==> config.mk <==
export PLATFORM = sky130hd
export DESIGN_NAME = mdi_input_logic
export DESIGN_NICKNAME = d
export VERILOG_FILES = /design/src/mdi_pkg.sv /design/src/mdi_input_logic.sv
export SDC_FILE = /design/constraint.sdc
export NUM_CORES = 1
export LEC_CHECK = 0
export BUFFER_PORTS_ARGS = -buffer_cell sky130_fd_sc_hd__buf_2
export CAP_MARGIN = 10
export CORE_MARGIN = 3
export CORE_UTILIZATION = 45
export DETAILED_ROUTE_END_ITERATION = 7
export MAX_ROUTING_LAYER = met4
export PLACE_DENSITY = 0.85
export REMOVE_ABC_BUFFERS = 1
export SETUP_SLACK_MARGIN = 0.05
export SYNTH_ARGS = -nofsm -noshare
export SYNTH_HDL_FRONTEND = slang
export SYNTH_SLANG_ARGS = --single-unit
==> constraint.sdc <==
create_clock -name CLK_SYS -period 2.3 [get_ports CLK_SYS]
set_input_delay 0.345 -clock CLK_SYS [delete_from_list [all_inputs] [get_ports CLK_SYS]]
set_output_delay 0.345 -clock CLK_SYS [all_outputs]
set_load 0.01 [all_outputs]
==> src/mdi_pkg.sv <==
// Purpose: shared constants for the motor driver input logic
// Assumes: 100 MHz system clock, 32-bit plain register port
// Notes:   byte offsets, field positions and reset values live here only
package mdi_pkg;

    ////////////////////////////////////////////////////////////////////////
    // terminal count and terminal-to-function assignment
    localparam int unsigned N_TERM = 9;
    localparam int unsigned TERM_FWD = 0;   // forward run request
    localparam int unsigned TERM_RVS = 1;   // reverse run request
    localparam int unsigned TERM_SEL0 = 2;  // data select bit0..bit3
    localparam int unsigned TERM_COAST = 6; // coast (current cut-off)

    ////////////////////////////////////////////////////////////////////////
    // register byte offsets
    localparam logic [7:0] OFS_CTRL = 8'h00;
    localparam logic [7:0] OFS_POLARITY = 8'h04;
    localparam logic [7:0] OFS_STATUS = 8'h08;

    // control register fields
    localparam int unsigned CTRL_MODE_BIT = 0;    // 0 speed, 1 position
    localparam int unsigned CTRL_DIR_BIT = 1;     // 1: positive is cw
    localparam int unsigned CTRL_LOCK_BIT = 2;    // 1: servo lock
    localparam int unsigned CTRL_BRAKE_BIT = 3;   // 1: brake fitted
    localparam int unsigned CTRL_W = 4;
    localparam logic [3:0] CTRL_RESET = 4'ha;     // dir=1, brake fitted

    // polarity register reset: every terminal passes unchanged
    localparam logic [8:0] POLARITY_RESET = 9'h000;

    // status register fields
    localparam int unsigned STAT_LEVEL_LSB = 0;   // 9 corrected levels
    localparam int unsigned STAT_NUM_LSB = 12;    // data number
    localparam int unsigned STAT_STATE_LSB = 16;  // 2-bit motion state
    localparam int unsigned STAT_EXCITE_BIT = 18;
    localparam int unsigned STAT_BRAKE_BIT = 19;
    localparam int unsigned STAT_CW_BIT = 20;

    // motion states
    typedef enum logic [1:0] {
        ST_IDLE,
        ST_RUN,
        ST_DECEL,
        ST_COAST
    } mdi_state_t;

endpackage : mdi_pkg

==> src/mdi_input_logic.sv <==
// Purpose: input-side command logic of a brushless motor driver
// Assumes: terminals are asynchronous pins; MOTOR_STOPPED is on CLK_SYS
// Notes:   control, polarity and status registers on a plain port;
//          commands leave as registered levels for the motor core;
//          data selection has no strobe, it is sampled every cycle
`timescale 1ns/100ps

module mdi_input_logic
    import mdi_pkg::*;
(
    input wire logic CLK_SYS,                  // 100 MHz system clock
    input wire logic RESETN,                   // async reset, active low
    input wire logic [8:0] INPUT_TERMINAL,     // isolator outputs, 1=current
    input wire logic MOTOR_STOPPED,            // motor core: shaft at rest
    input wire logic [7:0] REG_ADDR,           // register byte address
    input wire logic [31:0] REG_WDATA,         // register write data
    input wire logic REG_WR,                   // write strobe
    input wire logic REG_RD,                   // read strobe
    output logic [31:0] REG_RDATA,             // read data, cycle after
    output logic RUN_CMD,                      // rotate at selected speed
    output logic DECEL_CMD,                    // decelerate to a stop
    output logic RUN_CW,                       // shaft direction, 1=cw
    output logic [3:0] DATA_NUMBER,            // selected operation data
    output logic EXCITE,                       // motor current enabled
    output logic BRAKE_RELEASE                 // 1 releases the brake
);

    ////////////////////////////////////////////////////////////////////////
    // declarations
    // synchroniser and corrected levels
    logic [N_TERM-1:0] sync1_q;
    logic [N_TERM-1:0] sync2_q;
    logic [N_TERM-1:0] level;
    // configuration and read data
    logic [CTRL_W-1:0] ctrl_q;
    logic [N_TERM-1:0] pol_q;
    logic [31:0] rdata_d;
    logic [31:0] rdata_q;
    // motion state and registered commands
    mdi_state_t state_q;
    mdi_state_t state_d;
    logic run_pos_q;      // request being served was forward
    logic run_pos_d;
    logic run_q;
    logic decel_q;
    logic cw_q;
    logic [3:0] num_q;
    logic excite_q;
    logic brake_q;

    // decode and select wires
    wire logic forward_run_request;
    wire logic reverse_run_request;
    wire logic coast;
    wire logic [3:0] sel_num;
    wire logic pos_mode;
    wire logic dir_cw;
    wire logic servo_lock;
    wire logic brake_fitted;
    wire logic one_req;
    wire logic req_pos;
    wire logic same_req;
    wire logic excite_d;
    wire logic brake_d;
    wire logic cw_d;
    wire logic run_d;
    wire logic decel_d;
    wire logic wr_ctrl;
    wire logic wr_pol;
    wire logic rd_ctrl;
    wire logic rd_pol;
    wire logic rd_stat;
    logic [31:0] status_word;

    ////////////////////////////////////////////////////////////////////////
    // input capture: two flops per pin, then polarity
    // current means asserted
    // the isolator output is already high while current flows
    // only the second flop is read: the first may still be settling
    // after a pin edge that lands close to the clock
    genvar gi;
    generate
        for (gi = 0; gi < N_TERM; gi++) begin : g_term
            // flops reset low: no current, the level of a loose pin
            always_ff @(posedge CLK_SYS or negedge RESETN) begin
                if (!RESETN) begin
                    sync1_q[gi] <= 1'b0;
                    sync2_q[gi] <= 1'b0;
                end else begin
                    sync1_q[gi] <= INPUT_TERMINAL[gi];
                    sync2_q[gi] <= sync1_q[gi];
                end
            end
            assign level[gi] = sync2_q[gi] ^ pol_q[gi];
        end
    endgenerate

    ////////////////////////////////////////////////////////////////////////
    // functional decode of corrected levels
    // no extra debounce: the controller holds each level for 10 ms,
    // so a glitch shorter than that is not guarded against here
    // relies on long holds
    assign forward_run_request = level[TERM_FWD];
    assign reverse_run_request = level[TERM_RVS];
    assign coast = level[TERM_COAST];
    assign sel_num = level[TERM_SEL0 +: 4];

    // configuration fields
    // a mode change while moving is not blocked: stop the motor first
    assign pos_mode = ctrl_q[CTRL_MODE_BIT];
    assign dir_cw = ctrl_q[CTRL_DIR_BIT];
    assign servo_lock = ctrl_q[CTRL_LOCK_BIT];
    assign brake_fitted = ctrl_q[CTRL_BRAKE_BIT];

    // request classification; the served direction is kept so that a
    // swap of pins ends the run instead of counting as a re-request
    // (see decel below)
    // both or neither is no request
    assign one_req = forward_run_request ^ reverse_run_request;
    assign req_pos = forward_run_request;
    assign same_req = one_req && (req_pos == run_pos_q);

    ////////////////////////////////////////////////////////////////////////
    // motion state machine
    // idle  : no motion; a lone request starts a run
    // run   : the served request, still alone, keeps it running
    // decel : ramp down until the motor core reports rest; the same
    //         request alone again resumes the run
    // coast : current off, entered from any state while coast is up
    // swapping one pin for the other passes through decel to rest
    // speed and position modes share these moves; they differ only
    // in whether the motor stays excited at rest
    always_comb begin
        state_d = state_q;
        run_pos_d = run_pos_q;
        unique case (state_q)
            ST_IDLE: begin
                if (one_req) begin
                    state_d = ST_RUN;
                    run_pos_d = req_pos;
                end
            end
            ST_RUN: begin
                if (!same_req) begin
                    state_d = ST_DECEL;
                end
            end
            ST_DECEL: begin
                // rest comes from the motor core on this clock; a rest
                // signal from a pin would need its own synchroniser
                // same request re-accelerates
                if (same_req) begin
                    state_d = ST_RUN;
                end else if (MOTOR_STOPPED) begin
                    state_d = ST_IDLE;
                end
            end
            ST_COAST: begin
                // leave to idle so a held request starts afresh
                if (!coast) begin
                    state_d = ST_IDLE;
                end
            end
        endcase
        // coast is looked at last so that it wins over every move above
        // coast overrides requests
        if (coast) begin
            state_d = ST_COAST;
        end
    end

    // direction follows the next served request, so it settles in the
    // same cycle as the run command rises
    // positive direction mapping
    assign cw_d = run_pos_d ? dir_cw : !dir_cw;

    ////////////////////////////////////////////////////////////////////////
    // excitation: on while moving; at rest only with servo lock in speed
    // mode; position mode always holds position at rest
    // speed mode without servo lock leaves the shaft free at rest,
    // trading holding torque for a motor that runs cool when parked
    // coast cuts current
    assign excite_d = (state_d == ST_RUN) || (state_d == ST_DECEL) ||
                      ((state_d == ST_IDLE) && (pos_mode || servo_lock));

    // brake released while excited, or by coast on a braked motor
    // coast releases brake
    assign brake_d = excite_d || (state_d == ST_COAST && brake_fitted);

    // command decode of the next state
    assign run_d = (state_d == ST_RUN);
    assign decel_d = (state_d == ST_DECEL);

    ////////////////////////////////////////////////////////////////////////
    // state registers; run_pos resets to forward, which only matters
    // until the first request is served
    always_ff @(posedge CLK_SYS or negedge RESETN) begin
        if (!RESETN) begin
            state_q <= ST_IDLE;
            run_pos_q <= 1'b1;
        end else begin
            state_q <= state_d;
            run_pos_q <= run_pos_d;
        end
    end

    // motion commands, registered so that the motor core never sees
    // the next-state logic settle
    always_ff @(posedge CLK_SYS or negedge RESETN) begin
        if (!RESETN) begin
            run_q <= 1'b0;
            decel_q <= 1'b0;
            cw_q <= 1'b0;
        end else begin
            run_q <= run_d;
            decel_q <= decel_d;
            cw_q <= cw_d;
        end
    end

    // excitation and brake; one decision cycle after the synchroniser,
    // far inside the 10 ms excitation window
    always_ff @(posedge CLK_SYS or negedge RESETN) begin
        if (!RESETN) begin
            excite_q <= 1'b0;
            brake_q <= 1'b0;
        end else begin
            excite_q <= excite_d;
            brake_q <= brake_d;
        end
    end

    // data number follows the corrected select bits every cycle; a
    // change while running switches the selected speed at once
    always_ff @(posedge CLK_SYS or negedge RESETN) begin
        if (!RESETN) begin
            num_q <= 4'h0;
        end else begin
            num_q <= sel_num;
        end
    end

    ////////////////////////////////////////////////////////////////////////
    // register port: decode; writes to any other address are dropped,
    // and the status word is read only
    assign wr_ctrl = REG_WR && (REG_ADDR == OFS_CTRL);
    assign wr_pol = REG_WR && (REG_ADDR == OFS_POLARITY);
    assign rd_ctrl = REG_RD && (REG_ADDR == OFS_CTRL);
    assign rd_pol = REG_RD && (REG_ADDR == OFS_POLARITY);
    assign rd_stat = REG_RD && (REG_ADDR == OFS_STATUS);

    // status word shows the block's own state; fields sit at the
    // package positions so software and logic share one map
    always_comb begin
        status_word = 32'h0000_0000;
        status_word[STAT_LEVEL_LSB +: N_TERM] = level;
        status_word[STAT_NUM_LSB +: 4] = num_q;
        status_word[STAT_STATE_LSB +: 2] = state_q;
        status_word[STAT_EXCITE_BIT] = excite_q;
        status_word[STAT_BRAKE_BIT] = brake_q;
        status_word[STAT_CW_BIT] = cw_q;
    end

    // read mux; unmapped addresses and idle cycles read as zero
    always_comb begin
        rdata_d = 32'h0000_0000;
        if (rd_ctrl) begin
            rdata_d = {28'h000_0000, ctrl_q};
        end else if (rd_pol) begin
            rdata_d = {23'h00_0000, pol_q};
        end else if (rd_stat) begin
            rdata_d = status_word;
        end
    end

    ////////////////////////////////////////////////////////////////////////
    // control register
    always_ff @(posedge CLK_SYS or negedge RESETN) begin
        if (!RESETN) begin
            ctrl_q <= CTRL_RESET;
        end else if (wr_ctrl) begin
            ctrl_q <= REG_WDATA[CTRL_W-1:0];
        end
    end

    // polarity register; a write flips the corrected levels at once,
    // so software should change it only with the motor stopped
    always_ff @(posedge CLK_SYS or negedge RESETN) begin
        if (!RESETN) begin
            pol_q <= POLARITY_RESET;
        end else if (wr_pol) begin
            pol_q <= REG_WDATA[N_TERM-1:0];
        end
    end

    // read data stand only in the cycle after the strobe and fall back
    // to zero, so a stale word never lingers on the port
    always_ff @(posedge CLK_SYS or negedge RESETN) begin
        if (!RESETN) begin
            rdata_q <= 32'h0000_0000;
        end else begin
            rdata_q <= rdata_d;
        end
    end

    ////////////////////////////////////////////////////////////////////////
    // outputs, all from flops
    // no decode glitch can reach the motor core or the register port
    assign REG_RDATA = rdata_q;
    assign RUN_CMD = run_q;
    assign DECEL_CMD = decel_q;
    assign RUN_CW = cw_q;
    assign DATA_NUMBER = num_q;
    assign EXCITE = excite_q;
    assign BRAKE_RELEASE = brake_q;

endmodule : mdi_input_logic

* Word level (Yosys, flattened, before mapping)
Index checks and enable logic that the tools add are counted.
** Storage, ports and cells
- Register bits after elaboration :: 75
- Output and inout port bits :: 41
- Logic and storage cells :: 76
** Cells by class
- Equality and inequality tests :: 9
- Muxes and demuxes :: 12
- Bitwise operators :: 10
- Reduce and logical (&&, ||, !) cells :: 16
** Operator list (count)
- $mux W32 :: 2
- $mux W21 :: 1
- $mux W2 :: 5
- $xor A1 B1 Y1 :: 10
- $eq A2 B2 Y1 const B :: 4
- $eq A8 B3 Y1 const B :: 1
- $eq A8 B4 Y1 const B :: 1
- $logic_and A1 B1 Y1 :: 8
- $logic_not A8 Y1 :: 1
- $pmux W2 S4 :: 1
- $eq A2 B1 Y1 const B :: 2
- $logic_not A2 Y1 :: 2
- $logic_or A1 B1 Y1 :: 4
- $mux W1 :: 3
- $eq A1 B1 Y1 :: 1
- $logic_not A1 Y1 :: 1

* Longest topological paths before layout
- Depth after elaboration :: 10
- Depth in mapped cells :: 7
- Gate-level depth less buffers :: 7

* Least setup slack after synthesis
OpenSTA, ideal clock, no wires.
- Kind :: flip-flop to flip-flop
- From :: reg sync2_q[0]
- To :: reg brake_q, in the netlist BRAKE_RELEASE
- Setup time :: 138 ps
- Arrival time :: 1754 ps
- Data required time :: 2162 ps
- Slack :: 408 ps
- Cell stages (with the launch flop) :: 8
- Path buffers :: 0
- Period minus slack after synthesis :: 1892 ps
- Cell sequence :: dfrtp_1 -> xor2_1 -> nor3_1 -> or2_2 -> o21ai_0 -> ha_1 -> a21oi_1 -> o31ai_1
** On the way
- Cells in the longest elaborated chain, start to end :: 10
- Elaborated cells on any way between the ends :: 18
** Ends and longest elaborated chain
- start: declaration :: line mdi_input_logic.sv:32 : logic [N_TERM-1:0] sync2_q;
- start signal: indexed assignment :: line mdi_input_logic.sv:91 : sync2_q[gi] <= sync1_q[gi];
- $xor A1 B1 Y1 * :: line mdi_input_logic.sv:94 : assign level[gi] = sync2_q[gi] ^ pol_q[gi];
- $xor A1 B1 Y1 / $eq A1 B1 Y1 (equally long branches) :: line mdi_input_logic.sv:119, mdi_input_logic.sv:121
- $logic_and A1 B1 Y1 :: line mdi_input_logic.sv:121 : assign same_req = one_req && (req_pos == run_pos_q);
- $mux W2 (on tied branches) :: line mdi_input_logic.sv:152, mdi_input_logic.sv:144
- $pmux W2 S4 * :: line mdi_input_logic.sv:136 : unique case (state_q)
- $mux W2 * :: line mdi_input_logic.sv:167 : if (coast) begin
- $eq A2 B1 Y1 (tied with other cells) :: line mdi_input_logic.sv:183 : assign excite_d = (state_d == ST_RUN) || (state_d == ST_DECEL) ||
- $logic_or A1 B1 Y1 / $logic_and A1 B1 Y1 (equally long branches) :: line mdi_input_logic.sv:183, mdi_input_logic.sv:184
- $logic_or A1 B1 Y1 :: line mdi_input_logic.sv:183
- $logic_or A1 B1 Y1 * :: line mdi_input_logic.sv:188 : assign brake_d = excite_d || (state_d == ST_COAST && brake_fitted);
- via brake_d :: line mdi_input_logic.sv:64 : wire logic brake_d;
- end signal: assignment :: line mdi_input_logic.sv:229 : brake_q <= brake_d;
- end: declaration :: line mdi_input_logic.sv:49 : logic brake_q;
Mark *: on every way through the listed nets, which the timed path passes. The rest lies on a longest branch.
A chain may end at the register's enable or synchronous reset.

* Final worst setup path
Same ends and word-level chain as after synthesis.

==> results.yml <==
setup_path:
  r2r-start: "sync2_q[0]$_DFF_PN0_"
  crit_buf_inv: 0
  cp.required_ns: 2.49
  crit_fanout: 5
  crit_path_start_kind: "register"
  path_cells: "xor2_2 -> and3_1 -> or2_2 -> o21ai_0 -> ha_1 -> a21oi_1 -> o31ai_1"
  critPathTopFamily: "simple AND/OR/NAND/NOR gates"
  rr_worst_depth: 7
  critical-path-max-stage-delay_ns: 0.42
  r2r_slack_ns: 0.26
  crit_type: "register to register"
  end_kind: "register"
  regToRegEndpoint: "BRAKE_RELEASE$_DFF_PN0_"
  crit_start: "sync2_q[0]$_DFF_PN0_"
  cp_slowest_cell: "dfrtp_1"
  arrival_ns: 2.23
sta:
  finalSetupTns_ns: 0
  layout_min_cycle_time_ns: 2.04
  finalSetupViolCount: 0
  slew_viol_final: 0
  rsz0062_at_grt: "no"
  worstMarginPinSlew_ns: 0.730
  max_slew_margin_pct: 51.3
  hold_viol: 0
  skew_ns: 0.00379
  period_share_pct: 88.6
  max_freq_mhz: 491
  whs_ns: 0.119
logic_synthesis:
  synthMuxAreaShare_pct: 6.35
  synth_top_family_by_area: "simple AND/OR/NAND/NOR gates"
  synthArstFlopShare_pct: 100
  netlist_area_um2: 2460
  synth_cells: 190
  synth-edff-count: 0
  synth-adder-area-share_pct: 1.53
  yosys_warnings: 0
  synth-xor-area-share_pct: 4.27
  synth_seq_cells: 61
  synth_compound_area_share_pct: 7.63
  ys.flop_type: "dfrtp_1"
  yosys.area_share.simple_pct: 12.3
  synth-seq-area-share_pct: 62.2
  avgSynthCellArea_um2: 13.0
  synth.distinct_cells: 33
hold_path:
  hold_path.class: "input pin to register"
  hp-start: "INPUT_TERMINAL[6]"
  hold_path_end: "sync1_q[6]$_DFF_PN0_"
  holdPathStages: 1
cts:
  post_cts_buffers: 0
  h-tree-depth: 3
  clock-sinks: 61
  cts_hold_buf: 0
  clkLatencyLatePin_ns: 0.33
  cts_tree: "built"
  ctsResizeCount: 0
  clockBufferDepth: 2
  cts_made_buffers: 9
  clkSlewWorstSetupHoldPaths_ns: 0.06
  cts-root-buf: "clkbuf_8"
finish:
  final_net_count: 311
  n_antenna_cell: 0
  layout-area-overhead-vs-synth_pct: 19.6
  drive_above_1_share_pct: 36.6
  layout_common_cells: "58 x dfrtp_1, 57 x buf_2, 14 x conb_1, 13 x nor2_1, 13 x mux2_2"
  mostFrequentLayoutCell: "dfrtp_1"
  stdcell_area_um2: 2940
  fin_cells: 327
drt:
  wl_met2_mm: 2.06
  drt_first_pass_iters: 4
  drt-initial-drc-count: 62
  remaining_drc_errors: 0
  wl_per_cell_um: 13.0
  route.vias.total: 1556
  wirelength_mm: 4.24
  vias_per_cell: 4.76
  met1Wirelength_mm: 1.74
  met3_length_um: 361
  top_layer: "met4"
  ant_nets: 0
placement:
  dp.cells: 313
  dp_hpwl_mm: 3.07
  gp_congestion: 0.721
  place_area_um2: 2760
  portBuffers: 57
pwr:
  power_leakage_uw: 0.00150
  p_per_area_nw_per_um2: 768
  ir_worst_vdd_v: 0.000362
  power.total_uw: 2260
run_status:
  status: "finished, final reports clean"
floorplan:
  die_h_um: 80.0
  die_area_um2: 6390
  initial_core_util_pct: 47.3
  io_pins: 95
  core-area_um2: 5200
  rows: 26
  die_w_um: 80.0
grt:
  grt_usage_pct: 15.2
  grt_pass1_wl_mm: 6.99
  grt.overflow.total: 0
  grt_pass1_vias: 1568
  antenna_found_initial: 0
  grt_start_max_net_pins: 62
flow_run:
  cap_violations: 0
state kept, by name, summed over array words and instances (netlist names):
name and flops:
sync1_q 9, ctrl_q 4, RUN_CW 1, EXCITE 1
DATA_NUMBER 4, DECEL_CMD 1, run_pos_q 1, state_q 2
sync2_q 9, BRAKE_RELEASE 1, pol_q 9, RUN_CMD 1
REG_RDATA 18
metal layers:
metal | vias to the layer above | track usage (%)
met5 | - | -
met4 | 0 | 8.11
met3 | 8 | 5.30
met2 | 66 | 23.5
met1 | 737 | 17.4
li1 | 745 | -
synth_stat cells, drive strengths merged (2+ instances only):
library cell / n / area, um^2
nand3b: 4 / 30.0
mux2: 13 / 146
nand2b: 6 / 37.5
buf: 16 / 128
o21ai: 10 / 50.1
o31ai: 4 / 30.0
nor3b: 2 / 15.0
clkbuf: 2 / 7.51
nor3: 2 / 10.0
xnor2: 4 / 35.0
a22oi: 3 / 22.5
nand3: 2 / 15.0
a21oi: 12 / 60.1
dfrtp: 58 / 1450
nor2b: 3 / 18.8
ha: 3 / 37.5
or2: 3 / 18.8
nor2: 14 / 68.8
and2: 9 / 56.3
dfstp: 3 / 78.8
xor2: 8 / 70.1
metrics by stage:
stage	setup WS (ns)	utilization (%)
2_1_floorplan	0.408	-
3_3_place_gp	0.274	52.9
3_5_place_dp	0.190	52.9
4_1_cts	0.184	56.4
5_1_grt	0.0892	56.5
6_report	0.262	56.5
logic make-up (layout without fill, tap and decap cells):
| kind of cell | Yosys count | count (layout) |
|---|---|---|
| simple gates | 48 | 48 |
| xor+xnor | 12 | 12 |
| other cells | 1 | 14 |
| flops | 61 | 61 |
| mux | 14 | 14 |
| fa+ha+maj | 3 | 3 |
| compound gates | 32 | 32 |
| buf+inv | 19 | 73 |
final cells by class:
cell class / count / area, um^2
fill: 454 / 2260
sequential: 61 / 1530
multi-input combinational: 123 / 848
timing repair buffer: 58 / 293
clock buffer: 12 / 145
tap: 70 / 87.6
clock inverter: 2 / 35.0
inverter: 1 / 3.75
worst max path at each step:
stage	slack [ns]	endpoint	cells past startpoint
after floorplan	0.41	BRAKE_RELEASE$_DFF_PN0_	7
final	0.26	BRAKE_RELEASE$_DFF_PN0_	7
after CTS	0.18	BRAKE_RELEASE$_DFF_PN0_	7
after global routing	0.09	BRAKE_RELEASE$_DFF_PN0_	7
after global placement	0.27	BRAKE_RELEASE$_DFF_PN0_	7
after detailed placement	0.19	BRAKE_RELEASE$_DFF_PN0_	7
power breakdown:
| part | internal (uW) | total [uW] | switching, uW |
|---|---|---|---|
| sequential | 1130 | 1170 | 38.9 |
| clock | 516 | 873 | 357 |
| combinational | 92.9 | 215 | 122 |
(Power assumes the default switching activity.)
